<file path="src/include/fir_input_pkg.sv">
/*
  Shared constants and types for the FIR sample and coefficient input stage:
  cell word layout, register offsets, field positions and reset values.
  Assumes a single 125 MHz system clock and a synchronous reset.
*/
package fir_input_pkg;

  localparam int unsigned CELL_COUNT   = 8;
  localparam int unsigned VALUE_W      = 8;
  localparam int unsigned FIFO_DEPTH   = 32;
  localparam int unsigned ADDR_W       = 8;
  localparam int unsigned DATA_W       = 32;

  // ---------------------------------------------------------------------
  // Register map
  // ---------------------------------------------------------------------
  localparam logic [7:0] CTRL_OFS      = 8'h00;
  localparam logic [7:0] STATUS_OFS    = 8'h04;
  localparam logic [7:0] COEF_OFS      = 8'h08;
  localparam logic [7:0] SAMPLE_OFS    = 8'h0c;
  localparam logic [7:0] FIFO_DATA_OFS = 8'h10;

  localparam int unsigned CTRL_CAPTURE_BIT   = 0;
  localparam int unsigned STATUS_LEVEL_LSB   = 0;
  localparam int unsigned STATUS_EMPTY_BIT   = 8;
  localparam int unsigned STATUS_FULL_BIT    = 9;
  localparam int unsigned STATUS_OVERRUN_BIT = 10;

  localparam logic       CTRL_CAPTURE_RST = 1'b0;
  localparam logic       LOAD_EN_N_RST    = 1'b1;
  localparam logic [1:0] RESP_OKAY        = 2'b00;
  localparam logic [1:0] RESP_SLVERR      = 2'b10;

  // Eight value bits plus the number-format flag captured with them
  typedef struct packed {
    logic                 fmt_signed;
    logic [VALUE_W-1:0]   value;
  } cell_word_s;

  localparam cell_word_s CELL_ZERO = '{fmt_signed: 1'b0, value: 8'h00};

  // Widen by format flag: unsigned zero-fills, two's complement sign-fills
  function automatic logic [DATA_W-1:0] widen(input cell_word_s w);
    logic fill;
    fill = w.fmt_signed & w.value[VALUE_W-1];
    widen = {{(DATA_W-VALUE_W){fill}}, w.value};
  endfunction

endpackage

</file>
<file path="src/rtl/fir_input_stage.sv">
/*
  FIR input stage: broadcasts samples into every cell's sample register,
  loads coefficients into cell 0, and queues captured samples for software
  behind an AXI4-Lite slave. Pins come from logic on the same clock.
*/
`timescale 1ns/100ps
`default_nettype none

// ---------------------------------------------------------------------
// Word FIFO
// ---------------------------------------------------------------------
module word_fifo #(
  parameter int unsigned WIDTH = 9,
  parameter int unsigned DEPTH = 32
) (
  input  wire logic                       clk_sys,
  input  wire logic                       srst,
  input  wire logic                       in_valid,
  output logic                            in_ready,
  input  wire logic [WIDTH-1:0]           in_data,
  output logic                            out_valid,
  input  wire logic                       out_ready,
  output logic [WIDTH-1:0]                out_data,
  output logic [$clog2(DEPTH):0]          level
);
  localparam int unsigned PW = $clog2(DEPTH);
  logic [WIDTH-1:0] mem_q [DEPTH];
  logic [PW-1:0]    wr_q;
  logic [PW-1:0]    rd_q;
  logic [PW:0]      count_q;
  logic [PW:0]      count_d;
  logic             push;
  logic             pop;

  assign push     = in_valid && in_ready;
  assign pop      = out_valid && out_ready;
  assign out_data = mem_q[rd_q];
  assign level    = count_q;

  always_comb
  begin
    count_d = count_q;
    if (push && !pop)
      count_d = count_q + 1'b1;
    else if (pop && !push)
      count_d = count_q - 1'b1;
  end

  always_ff @(posedge clk_sys)
  begin
    if (push)
      mem_q[wr_q] <= in_data;
  end

  // Flags are registered so full and empty never depend on this cycle's pop
  always_ff @(posedge clk_sys)
  begin
    if (srst)
    begin
      wr_q      <= '0;
      rd_q      <= '0;
      count_q   <= '0;
      in_ready  <= 1'b1;
      out_valid <= 1'b0;
    end
    else
    begin
      if (push)
        wr_q <= wr_q + 1'b1;
      if (pop)
        rd_q <= rd_q + 1'b1;
      count_q   <= count_d;
      in_ready  <= count_d != (PW+1)'(DEPTH);
      out_valid <= count_d != '0;
    end
  end
endmodule

// What this block does
// - A clock edge with the delayed sample enable low loads the sample bus into every cell's sample register at once.
// - With the delayed sample enable high the sample bus is forced to zero, so every edge loads zero into all cells.
// - The sample enable is registered one clock, so the source drops it the cycle before the wanted sample.
// - A low sample format select marks samples unsigned, a high one marks them two's complement.
// - The sample format select is captured with the sample, on the same edge and the same delayed enable.
// - A clock edge with the delayed coefficient enable low loads the coefficient input into cell 0 only.
// - The coefficient enable is registered one clock, so the source drops it the cycle before the coefficient.
// - A low coefficient format select marks coefficients unsigned, a high one two's complement.
// - The coefficient format select is captured with the coefficient bits under the same edge and enable.
// - While the delayed coefficient enable is high the coefficient register holds its contents.
module fir_input_stage
  import fir_input_pkg::*;
#(
  parameter int unsigned CELLS = fir_input_pkg::CELL_COUNT,
  parameter int unsigned DEPTH = fir_input_pkg::FIFO_DEPTH
) (
  input  wire logic                               clk_sys,
  input  wire logic                               srst,
  input  wire logic [fir_input_pkg::VALUE_W-1:0]  sample_in,
  input  wire logic                               sample_signed_sel,
  input  wire logic                               sample_load_en_n,
  input  wire logic [fir_input_pkg::VALUE_W-1:0]  coef_in,
  input  wire logic                               coef_signed_sel,
  input  wire logic                               coef_load_en_n,
  output fir_input_pkg::cell_word_s [CELLS-1:0]   sample_cells,
  output fir_input_pkg::cell_word_s               coef_cell0,
  output logic                                    sample_fifo_ready,
  input  wire logic [fir_input_pkg::ADDR_W-1:0]   s_axi_awaddr,
  input  wire logic                               s_axi_awvalid,
  output logic                                    s_axi_awready,
  input  wire logic [fir_input_pkg::DATA_W-1:0]   s_axi_wdata,
  input  wire logic [3:0]                         s_axi_wstrb,
  input  wire logic                               s_axi_wvalid,
  output logic                                    s_axi_wready,
  output logic [1:0]                              s_axi_bresp,
  output logic                                    s_axi_bvalid,
  input  wire logic                               s_axi_bready,
  input  wire logic [fir_input_pkg::ADDR_W-1:0]   s_axi_araddr,
  input  wire logic                               s_axi_arvalid,
  output logic                                    s_axi_arready,
  output logic [fir_input_pkg::DATA_W-1:0]        s_axi_rdata,
  output logic [1:0]                              s_axi_rresp,
  output logic                                    s_axi_rvalid,
  input  wire logic                               s_axi_rready
);
  import fir_input_pkg::*;

  localparam int unsigned LW = $clog2(DEPTH) + 1;

  logic             sample_en_n_q;
  logic             coef_en_n_q;
  cell_word_s       sample_bus;
  logic             capture_q;
  logic             overrun_q;
  logic [ADDR_W-1:0] awaddr_q;
  logic [DATA_W-1:0] wdata_q;
  logic [3:0]       wstrb_q;
  logic             aw_held_q;
  logic             w_held_q;
  logic             wr_fire;
  logic             rd_take;
  logic             fifo_push;
  logic             fifo_valid;
  logic             fifo_pop;
  cell_word_s       fifo_head;
  logic [LW-1:0]    fifo_level;

  // ---------------------------------------------------------------------
  // Load enables and cell registers
  // ---------------------------------------------------------------------
  always_ff @(posedge clk_sys)
  begin
    if (srst)
    begin
      sample_en_n_q <= LOAD_EN_N_RST;
      coef_en_n_q   <= LOAD_EN_N_RST;
    end
    else
    begin
      sample_en_n_q <= sample_load_en_n;
      coef_en_n_q   <= coef_load_en_n;
    end
  end

  // Disabled bus reads as zero, flag included, so idle edges clear every cell
  assign sample_bus = sample_en_n_q ? CELL_ZERO
                    : '{fmt_signed: sample_signed_sel,
                        value: sample_in};

  for (genvar c = 0; c < CELLS; c++)
  begin : g_cell
    always_ff @(posedge clk_sys)
    begin
      if (srst)
        sample_cells[c] <= CELL_ZERO;
      else
        sample_cells[c] <= sample_bus;
    end
  end

  always_ff @(posedge clk_sys)
  begin
    if (srst)
      coef_cell0 <= CELL_ZERO;
    else if (!coef_en_n_q)
      coef_cell0 <= '{fmt_signed: coef_signed_sel, value: coef_in};
  end

  // ---------------------------------------------------------------------
  // Sample capture queue
  // ---------------------------------------------------------------------
  // The pin source cannot be stalled; sample_fifo_ready tells it to pause
  assign fifo_push = capture_q && !sample_en_n_q;

  word_fifo #(.WIDTH($bits(cell_word_s)), .DEPTH(DEPTH)) u_fifo (
    .clk_sys   (clk_sys),
    .srst      (srst),
    .in_valid  (fifo_push),
    .in_ready  (sample_fifo_ready),
    .in_data   (sample_bus),
    .out_valid (fifo_valid),
    .out_ready (fifo_pop),
    .out_data  (fifo_head),
    .level     (fifo_level)
  );

  // ---------------------------------------------------------------------
  // AXI4-Lite write channel
  // ---------------------------------------------------------------------
  assign wr_fire = aw_held_q && w_held_q && !s_axi_bvalid;

  always_ff @(posedge clk_sys)
  begin
    if (srst)
    begin
      s_axi_awready <= 1'b0;
      s_axi_wready  <= 1'b0;
      aw_held_q     <= 1'b0;
      w_held_q      <= 1'b0;
      awaddr_q      <= '0;
      wdata_q       <= '0;
      wstrb_q       <= '0;
      s_axi_bvalid  <= 1'b0;
      s_axi_bresp   <= RESP_OKAY;
    end
    else
    begin
      s_axi_awready <= s_axi_awvalid && !s_axi_awready && !aw_held_q;
      s_axi_wready  <= s_axi_wvalid && !s_axi_wready && !w_held_q;
      if (s_axi_awvalid && s_axi_awready)
      begin
        aw_held_q <= 1'b1;
        awaddr_q  <= s_axi_awaddr;
      end
      if (s_axi_wvalid && s_axi_wready)
      begin
        w_held_q <= 1'b1;
        wdata_q  <= s_axi_wdata;
        wstrb_q  <= s_axi_wstrb;
      end
      if (wr_fire)
      begin
        aw_held_q    <= 1'b0;
        w_held_q     <= 1'b0;
        s_axi_bvalid <= 1'b1;
        if (awaddr_q == CTRL_OFS || awaddr_q == STATUS_OFS)
          s_axi_bresp <= RESP_OKAY;
        else
          s_axi_bresp <= RESP_SLVERR;
      end
      else if (s_axi_bready)
        s_axi_bvalid <= 1'b0;
    end
  end

  always_ff @(posedge clk_sys)
  begin
    if (srst)
      capture_q <= CTRL_CAPTURE_RST;
    else if (wr_fire && awaddr_q == CTRL_OFS && wstrb_q[0])
      capture_q <= wdata_q[CTRL_CAPTURE_BIT];
  end

  // Overrun sets on a push into a full queue; a set beats a same-cycle clear
  always_ff @(posedge clk_sys)
  begin
    if (srst)
      overrun_q <= 1'b0;
    else if (fifo_push && !sample_fifo_ready)
      overrun_q <= 1'b1;
    else if (wr_fire && awaddr_q == STATUS_OFS && wstrb_q[1]
             && wdata_q[STATUS_OVERRUN_BIT])
      overrun_q <= 1'b0;
  end

  // ---------------------------------------------------------------------
  // AXI4-Lite read channel
  // ---------------------------------------------------------------------
  assign rd_take  = s_axi_arvalid && s_axi_arready;
  assign fifo_pop = rd_take && s_axi_araddr == FIFO_DATA_OFS;

  always_ff @(posedge clk_sys)
  begin
    if (srst)
    begin
      s_axi_arready <= 1'b0;
      s_axi_rvalid  <= 1'b0;
      s_axi_rdata   <= '0;
      s_axi_rresp   <= RESP_OKAY;
    end
    else
    begin
      s_axi_arready <= s_axi_arvalid && !s_axi_arready && !s_axi_rvalid;
      if (rd_take)
      begin
        s_axi_rvalid <= 1'b1;
        s_axi_rresp  <= RESP_OKAY;
        if (s_axi_araddr == CTRL_OFS)
          s_axi_rdata <= DATA_W'(capture_q);
        else if (s_axi_araddr == STATUS_OFS)
          s_axi_rdata <= DATA_W'({overrun_q, !sample_fifo_ready,
                                  !fifo_valid, 2'b00, fifo_level});
        else if (s_axi_araddr == COEF_OFS)
          s_axi_rdata <= widen(coef_cell0);
        else if (s_axi_araddr == SAMPLE_OFS)
          s_axi_rdata <= widen(sample_cells[0]);
        else if (s_axi_araddr == FIFO_DATA_OFS)
          s_axi_rdata <= fifo_valid ? widen(fifo_head) : '0;
        else
        begin
          s_axi_rdata <= '0;
          s_axi_rresp <= RESP_SLVERR;
        end
      end
      else if (s_axi_rready)
        s_axi_rvalid <= 1'b0;
    end
  end

  // ---------------------------------------------------------------------
  // Assertions
  // ---------------------------------------------------------------------
  property p_sample_bcast;
    @(posedge clk_sys) disable iff (srst)
      (!$past(sample_load_en_n, 2) && !$past(srst))
      |-> sample_cells[CELLS-1].value == $past(sample_in)
          && sample_cells[0] == sample_cells[CELLS-1];
  endproperty
  a_sample_bcast: assert property (p_sample_bcast)
    else $error("sample not broadcast to all cells");

  property p_sample_zero;
    @(posedge clk_sys) disable iff (srst)
      ($past(sample_load_en_n, 2) && !$past(srst))
      |-> sample_cells[CELLS/2] == CELL_ZERO;
  endproperty
  a_sample_zero: assert property (p_sample_zero)
    else $error("disabled sample bus did not load zero");

  property p_sample_late;
    @(posedge clk_sys) disable iff (srst)
      $fell(sample_load_en_n) ##1 !$past(srst) |-> sample_cells[0] == CELL_ZERO;
  endproperty
  a_sample_late: assert property (p_sample_late)
    else $error("sample enable acted without its clock of delay");

  property p_sample_fmt;
    @(posedge clk_sys) disable iff (srst)
      (!$past(sample_load_en_n, 2) && !$past(srst))
      |-> sample_cells[1].fmt_signed == $past(sample_signed_sel);
  endproperty
  a_sample_fmt: assert property (p_sample_fmt)
    else $error("sample format flag not captured with sample");

  property p_coef_load;
    @(posedge clk_sys) disable iff (srst)
      (!$past(coef_load_en_n, 2) && !$past(srst))
      |-> coef_cell0 == {$past(coef_signed_sel), $past(coef_in)};
  endproperty
  a_coef_load: assert property (p_coef_load)
    else $error("coefficient not loaded into cell 0");

  property p_coef_hold;
    @(posedge clk_sys) disable iff (srst)
      ($past(coef_load_en_n, 2) && !$past(srst)) |-> $stable(coef_cell0);
  endproperty
  a_coef_hold: assert property (p_coef_hold)
    else $error("coefficient register changed while frozen");

  property p_coef_sign;
    @(posedge clk_sys) disable iff (srst)
      (rd_take && s_axi_araddr == COEF_OFS)
      |=> s_axi_rdata[DATA_W-1] ==
          ($past(coef_cell0.fmt_signed) && $past(coef_cell0.value[VALUE_W-1]));
  endproperty
  a_coef_sign: assert property (p_coef_sign)
    else $error("coefficient read back with wrong number format");

  property p_bresp_hold;
    @(posedge clk_sys) disable iff (srst)
      s_axi_bvalid && !s_axi_bready |=> s_axi_bvalid && $stable(s_axi_bresp);
  endproperty
  a_bresp_hold: assert property (p_bresp_hold)
    else $error("write response dropped before bready");

  c_sample_run: cover property (@(posedge clk_sys) disable iff (srst)
    !sample_load_en_n [*4]);
  c_coef_load: cover property (@(posedge clk_sys) disable iff (srst)
    $fell(coef_load_en_n) ##2 coef_cell0.fmt_signed);
  c_fifo_full: cover property (@(posedge clk_sys) disable iff (srst)
    !sample_fifo_ready);
endmodule

`default_nettype wire

</file>
<file path="config.mk">
export PLATFORM = sky130hd
export DESIGN_NAME = fir_input_stage
export DESIGN_NICKNAME = d
export VERILOG_FILES = /design/src/include/fir_input_pkg.sv /design/src/rtl/fir_input_stage.sv
export SDC_FILE = /design/constraint.sdc
export NUM_CORES = 1
export LEC_CHECK = 0
export BUFFER_PORTS_ARGS = -buffer_cell sky130_fd_sc_hd__buf_2
export CAP_MARGIN = 20
export CORE_MARGIN = 8
export CORE_UTILIZATION = 28
export DETAILED_ROUTE_END_ITERATION = 10
export GPL_TIMING_DRIVEN = 0
export SKIP_CTS_REPAIR_TIMING = 1
export SLEW_MARGIN = 15
export SYNTH_ARGS = -nofsm -noshare
export SYNTH_HDL_FRONTEND = slang
export SYNTH_HIERARCHICAL = 1
export SYNTH_SLANG_ARGS = --single-unit
export TNS_END_PERCENT = 100
</file>
<file path="constraint.sdc">
create_clock -name clk_sys -period 2.8 [get_ports clk_sys]
set_input_delay 0.56 -clock clk_sys [delete_from_list [all_inputs] [get_ports clk_sys]]
set_output_delay 0.56 -clock clk_sys [all_outputs]
set_load 0.02 [all_outputs]
</file>
==> summary.txt, run 1 <==
STA
  • Max Clock Skew: 18.8 ps
  • Worst slew margin: 42.6%
  • RSZ-0062 raised after global routing: false
  • Tcrit/Tclk final: a little over nine tenths
  • Worst-Margin Slew: 860 ps
  • Final Critical Period: 2690 ps
  • Hold slack final: 208 ps
  • Final Hold Viols: 0
  • Max Slew Vio Count: 0
  • Final Setup Violations: 0
  • Worst setup margin: 106 ps
  • Max Clk Rate: roughly 0.37 GHz

Clock tree
  • Cts bufs inserted: 40
  • Clk Latency, worst-skew pair: 540 ps
  • Longest Clk Path Bufs: 3
  • CTS tree: yes
  • # clock sinks: roughly 370
  • H-tree depth: 2
  • CTS root buf: clkbuf_16
  • Clock-pin slew on the worst setup and hold paths: 60 ps

Floorplanning
  • # IOs: around 200
  • Initial Util: between 20% and 30%
  • Chip Width: approximately 250 um
  • Die footprint: between 60000 and 70000 um2
  • Num rows: 85
  • CORE AREA: about 54000 um2
  • Die Y: between 200 and 250 um

Worst setup path
  • Crit path required time: around 3200 ps
  • Kind of critical path: reg -> reg
  • Crit path DAT: a little over 3000 ps
  • CP max FO: 10
  • Worst setup SP type: register
  • Crit. End Element: register

Logic synthesis
  • Syn_area_per_cell: between 15 and 20 um2
  • Ys async rst share: 0%
  • YS warnings: 6
  • Mapped cell area: about 15000 um2
  • Post-Synthesis Cells: between 900 and 1000
  • Library cells used by synthesis: between 60 and 70
  • Ys flop type: edfxtp_1
  • #FFs+latches synth: 366
  • Share of the yosys chip area belonging to registers: 66.8%
  • Post-synth EDFFs: between 200 and 300

Global route
  • First-pass GRT wire length: roughly 55000 um
  • Met2 usage: about a fifth
  • Vias in the first global route: 9027
  • Initial antenna violation count: 0
  • Largest net degree at the start of global routing: 34
  • Grt total ovfl: 0
  • GR peak layer: met2
  • M3 GR Usage: ~2.5%
  • GR Layer Usage met1: around 14%
  • Tot GR Track Use: about 11%

Placement
  • Post-placement cell count: 1823
  • Global placement routability congestion: approximately 0.82
  • Setup WS pre-CTS: -345 ps
  • I/O Buffers: between 150 and 200
  • Final HPWL DP: 24400 um

Power
  • Tot Pwr: 11.5 mW
  • Psw: around 2.3 mW
  • Clock power share: between 40% and 50%
  • Combinational share of power: a little over 3%
  • Leakage: roughly 6.7 nW
  • P_int: approximately 9.2 mW
  • Sequential share of power: between 50% and 60%
  • Power density over the cells: slightly above 600 nW/um2
  • Sw Share: about a fifth
  • Max VDD drop: 382 uV

Finish
  • Storage element area: between 10000 and 15000 um2
  • Layout cell share with drive strength beyond 1: a little under two fifths
  • Final nets: about 1300
  • ANT cells: 0
  • Post-Layout Cell Count: roughly 1900
  • Area Overhead vs Synth: 22.6%
  • Multi-input combinational cell area: approximately 4500 um2
  • FILL cells: 5096
  • Fin util: between 30% and 40%

Routing
  • Drt wl/cell: approximately 19 um
  • Vias per cell: 4.61
  • WL final: 35700 um
  • TritonRoute pass-1 iters: 5
  • DR vias: roughly 8700
  • Iter 0 DRT Violations: slightly below 500
  • Residual DRC: 0
  • Residual antenna-violating net count after detailed routing: 0

Job
  • Max-cap violation count: 0

Hold path
  • Worst hold path type: in -> reg

Status
  • Status: complete, no violations
## synthesized netlist by cell type (5+ instances only)
library cell	instances	area [um2]
o31ai_2	5	62.6
buf_4	87	653
mux2i_1	47	470
clkbuf_1	18	67.6
mux4_1	28	736
o31a_1	6	52.6
inv_1	9	33.8
and2_1	11	68.8
nor2b_1	12	75.1
nand3_1	19	95.1
ha_1	7	87.6
a21oi_1	31	155
nand4_1	14	87.6
edfxtp_1	288	8650
buf_6	8	90.1
dfxtp_1	78	1560
nand2_1	45	169
xor2_1	7	61.3
nor2_1	73	274
buf_2	13	65.1
o22ai_1	20	125
or2_1	9	56.3
nor3_1	7	35.0
mux4_2	44	991
## path summary, 6_finish.rpt
check                                           start                     endpoint  slack [ps]  cells after the start
worst min-delay path                   coef_load_en_n       coef_en_n_q$_SDFF_PP1_         210                      2
worst min register to register  w_held_q$_SDFFE_PP0P_      s_axi_wready$_SDFF_PP0_         440                      1
worst max register to register               register  s_axi_rdata[8]$_SDFFE_PP0P_         110                     10
worst max-delay path                         register  s_axi_rdata[8]$_SDFFE_PP0P_         110                     10
## power groups by stage
| stage | registers (mW) | clock network [mW] | logic [mW] |
|---|---|---|---|
| after detailed placement | 6.01 | 0 | 0.364 |
| final | 5.89 | 5.30 | 0.358 |
| after CTS | 5.89 | 5.42 | 0.365 |
| after global routing | 5.89 | 5.64 | 0.391 |
| after floorplan | 6.02 | 0 | 0.191 |
| after global placement | 6.01 | 0 | 0.342 |
## worst max-delay path: stages (launching register included)
cell and delay, ps:
dfxtp_1 340, buf_8 170, buf_6 210, mux4_1 620
mux2i_1 200, o22ai_2 120, or2_1 280, and3_1 160
nand3_1 90, a221o_1 240, o311ai_1 130
## per-stage QoR
step                      instance area, um2  setup TNS, ps
after floorplan                        15300              0
after global placement                 17000         -58210
after detailed placement               17100         -69640
after CTS                              18400         -71590
after global routing                   18700              0
final                                  18700              0
## layout make-up
cell class	count	share of cell area, %
buffer	132	5.15
clock buffer	49	5.74
clock inverter	19	1.34
inverter	9	0.180
multi-input combinational	452	23.8
sequential	366	54.5
tap	696	4.65
timing repair buffer	168	4.62
## sequential cells by signal, indices dropped and copies added, names as in the netlist, 2 cells and up, named ones only
register      count
u_fifo/mem_q    288
s_axi_rdata      12
coef_cell0        9
sample_cells      9
awaddr_q          8
u_fifo/level      6
u_fifo/rd_q       5
u_fifo/wr_q       5
wdata_q           2
wstrb_q           2
## per-layer routing
layer  up-vias  part of all wire (%)
met1      4334                    43
li1       4039                     -
met5         -                     0
met2       287                    49
met3        49                   6.4
met4         0                   1.9
## logic make-up after synthesis
logic type	after synthesis	share of synthesized area, %
compound gates	85	3.86
xor+xnor	10	0.573
fa+ha+maj	7	0.573
buf+inv	141	6.11
flops	366	66.8
mux	119	14.4
other cells	1	0.0245
simple gates	229	7.69
## cell usage in the layout, fill, tap and decap left out, drive strengths merged, types with 3 or more instances in the layout
cell type    n
nor2        73
o31ai        6
clkinv      10
a21oi       31
nor2b       12
nand3       19
o31a         6
xnor2        3
or2         14
inv         12
buf        277
nor4         5
nand4       14
xor2         7
mux4        72
nand2b       3
clkbuf      72
nor3         7
or3          3
and3b        3
o21ai        4
and3         4
o22ai       20
dfxtp       78
ha           7
and2        12
nand2       47
o311ai       3
nor4b        4
mux2i       47
edfxtp     288
bufinv       5
Note: power is estimated with default switching activity, not from simulation.
==> inputs of run 2 (changes only) <==
Settings changed: CORE_UTILIZATION 28 to 58, PLACE_DENSITY set to 0.8.
==> run 2 against run 1 <==
Wire length decreased by 2.9%; sequential power about the same; core utilization increased by 35 points; register-to-register slack about the same; clock skew decreased by 2.9 ps; first-iteration DRC count increased by 48%; sequential share of layout area increased by 2.2 points; critical path depth unchanged; global-route usage increased by 10 points; non-clock buffer count decreased by 1.
==> summary.txt, run 2 (same netlist as run 1, synthesis figures left out) <==
Status
  • Status: complete, no violations (unchanged)

Clock tree
  • Longest Clk Path Bufs: 3 (unchanged)
  • Clock-pin slew on the worst setup and hold paths: 60 ps (about the same)
  • CTS tree: yes (unchanged)
  • H-tree depth: 2 (unchanged)
  • CTS root buf: clkbuf_16 (unchanged)
  • # clock sinks: 366 (unchanged)
  • Clk Latency, worst-skew pair: 510 ps (was 540 ps)
  • Cts bufs inserted: 37 (was 40)

Global route
  • Grt total ovfl: 0 (unchanged)
  • Vias in the first global route: 8749 (was 9027)
  • First-pass GRT wire length: 50700 um (was 54700 um)
  • Largest net degree at the start of global routing: 34 (unchanged)
  • Tot GR Track Use: 21.0% (was 11.1%)
  • Initial antenna violation count: 0 (unchanged)

Finish
  • ANT cells: 0 (unchanged)
  • Commonest non-fill, non-tap cells in the layout: edfxtp_1 (288), buf_2 (173), buf_4 (87) (was edfxtp_1 (288), buf_2 (170), buf_4 (90))
  • Final nets: 1251 (was 1255)
  • Layout cell share with drive strength beyond 1: 37.0% (was 37.5%)
  • Max FFs per register: 288 (unchanged)
  • Top Registers: u_fifo/mem_q: 288 flops, s_axi_rdata: 12 flops (unchanged)
  • Top reg by flops: u_fifo/mem_q (unchanged)
  • FILL cells: 1691 (was 5096)
  • Post-Layout Cell Count: 1527 (was 1891)
  • Commonest non-fill, non-tap cell in the layout: edfxtp_1 (unchanged)
  • Fin util: 69.3% (was 34.8%)
  • Area Overhead vs Synth: 17.9% (was 22.6%)

STA
  • Final Setup Violations: 0 (unchanged)
  • Max Slew Vio Count: 0 (unchanged)
  • Final Critical Period: 2710 ps (was 2690 ps)
  • Tcrit/Tclk final: 96.7% (was 96.2%)
  • Max Clk Rate: 0.369 GHz (was 0.371 GHz)
  • Worst setup margin: 91.1 ps (was 106 ps)
  • RSZ-0062 raised after global routing: false (unchanged)
  • Final Hold Viols: 0 (unchanged)
  • TNS Setup: 0 ps (unchanged)
  • Worst slew margin: 41.4% (was 42.6%)
  • Worst-Margin Slew: 876 ps (was 860 ps)
  • Max Clock Skew: 15.9 ps (was 18.8 ps)

Placement
  • Global placement routability congestion: 0.889 (was 0.815)
  • Setup WS pre-CTS: -266 ps (was -345 ps)
  • Final HPWL DP: 23000 um (was 24400 um)
  • Post-placement cell count: 1462 (was 1823)
  • I/O Buffers: 166 (unchanged)

Hold path
  • Hold Crit Depth: 2 (unchanged)
  • Worst hold path type: in -> reg (unchanged)
  • Hold Crit Start: sample_load_en_n (was coef_load_en_n)
  • Hold Crit Endpoint: sample_en_n_q$_SDFF_PP1_ (was coef_en_n_q$_SDFF_PP1_)

Routing
  • DR vias: 8898 (was 8709)
  • WL final: 34600 um (was 35700 um)
  • Vias per cell: 5.83 (was 4.61)
  • Residual DRC: 0 (unchanged)
  • TritonRoute pass-1 iters: 7 (was 5)
  • Residual antenna-violating net count after detailed routing: 0 (unchanged)
  • Iter 0 DRT Violations: 735 (was 496)
  • Drt wl/cell: 22.7 um (was 18.9 um)

Worst setup path
  • Crit path required time: 3180 ps (was 3190 ps)
  • CP max FO: 10 (unchanged)
  • Kind of critical path: reg -> reg (unchanged)
  • R2R setup slack: 90 ps (was 110 ps)
  • R2r worst-path depth: 10 (unchanged)
  • Worst setup SP type: register (unchanged)
  • Crit. End Element: register (unchanged)
  • Reg2reg end: s_axi_rdata[8]$_SDFFE_PP0P_ (unchanged)
  • Crit path DAT: 3090 ps (about the same)

Floorplanning
  • # IOs: 202 (unchanged)
  • Chip Width: 178 um (was 250 um)
  • Die footprint: 31800 um2 (was 62300 um2)
  • Num rows: 59 (was 85)
  • CORE AREA: 26000 um2 (was 53900 um2)
  • Initial Util: 58.8% (was 28.3%)
  • Die Y: 178 um (was 250 um)

Power
  • Leakage: 6.55 nW (was 6.68 nW)
  • Max VDD drop: 720 uV (was 382 uV)
  • Tot Pwr: 10.8 mW (was 11.5 mW)
  • Power density over the cells: 601 nW/um2 (was 616 nW/um2)

Job
  • Max-cap violation count: 0 (unchanged)
==> run 2: cell types whose count changed in the layout (fill, tap and decap cells not counted), moves of 3 or more <==
cell / delta
bufinv_16: -3
clkbuf_1: +6
buf_2: +3
clkbuf_16: -4
buf_4: -3
==> run 2: metal layers <==
metal,share of wire (%),up-vias,track usage (%)
li1,-,4031,-
met1,40,4437,27.2
met2,49,370,35.4
met3,8.5,60,4.09
met4,2.5,0,6.79
met5,0,-,0
==> run 2: stage by stage <==
stage | hold WS, ps | cell area, um2
after floorplan | 416 | 15300
after global placement | 431 | 16500
after detailed placement | 440 | 16600
after CTS | 222 | 17700
after global routing | 228 | 18000
final | 235 | 18000
==> run 2: worst max-delay path by stage <==
stage / depth (start not counted) / end / slack [ps]
2_1_floorplan: 10 / u_fifo/out_valid$_SDFF_PP0_ / 340
3_3_place_gp: 2 / u_fifo/mem_q[0][4]$_DFFE_PP_ / -280
3_5_place_dp: 10 / u_fifo/in_ready$_SDFF_PP1_ / -270
4_1_cts: 6 / u_fifo/mem_q[27][7]$_DFFE_PP_ / -250
5_1_grt: 10 / s_axi_rdata[10]$_SDFFE_PP0P_ / 20
6_report: 10 / s_axi_rdata[8]$_SDFFE_PP0P_ / 90
==> run 2: layout make-up <==
class	count	area (um2)	area share, %
clock inverters	16	138	0.764
inverters	9	33.8	0.188
well taps	335	419	2.33
clock buffers	50	976	5.42
plain buffers	131	936	5.20
repair buffers	168	857	4.76
flip-flops and latches	366	10200	56.7
multi-input cells	452	4440	24.7
==> run 2: power by group <==
part | leakage (nW) | switching (mW) | internal [mW]
clock | 0.538 | 1.93 | 2.64
sequential | 3.28 | 0.0328 | 5.86
combinational | 2.73 | 0.223 | 0.131
total | 6.55 | 2.19 | 8.63
==> run 2: worst max-delay path, stage by stage, from the launching register on <==
cell	delay, ps
dfxtp_1	320
buf_2	240
clkbuf_4	310
clkbuf_4	320
mux2i_2	340
o22ai_1	170
or2_1	280
and3_1	150
nand3_1	80
a221o_1	240
o311ai_1	120
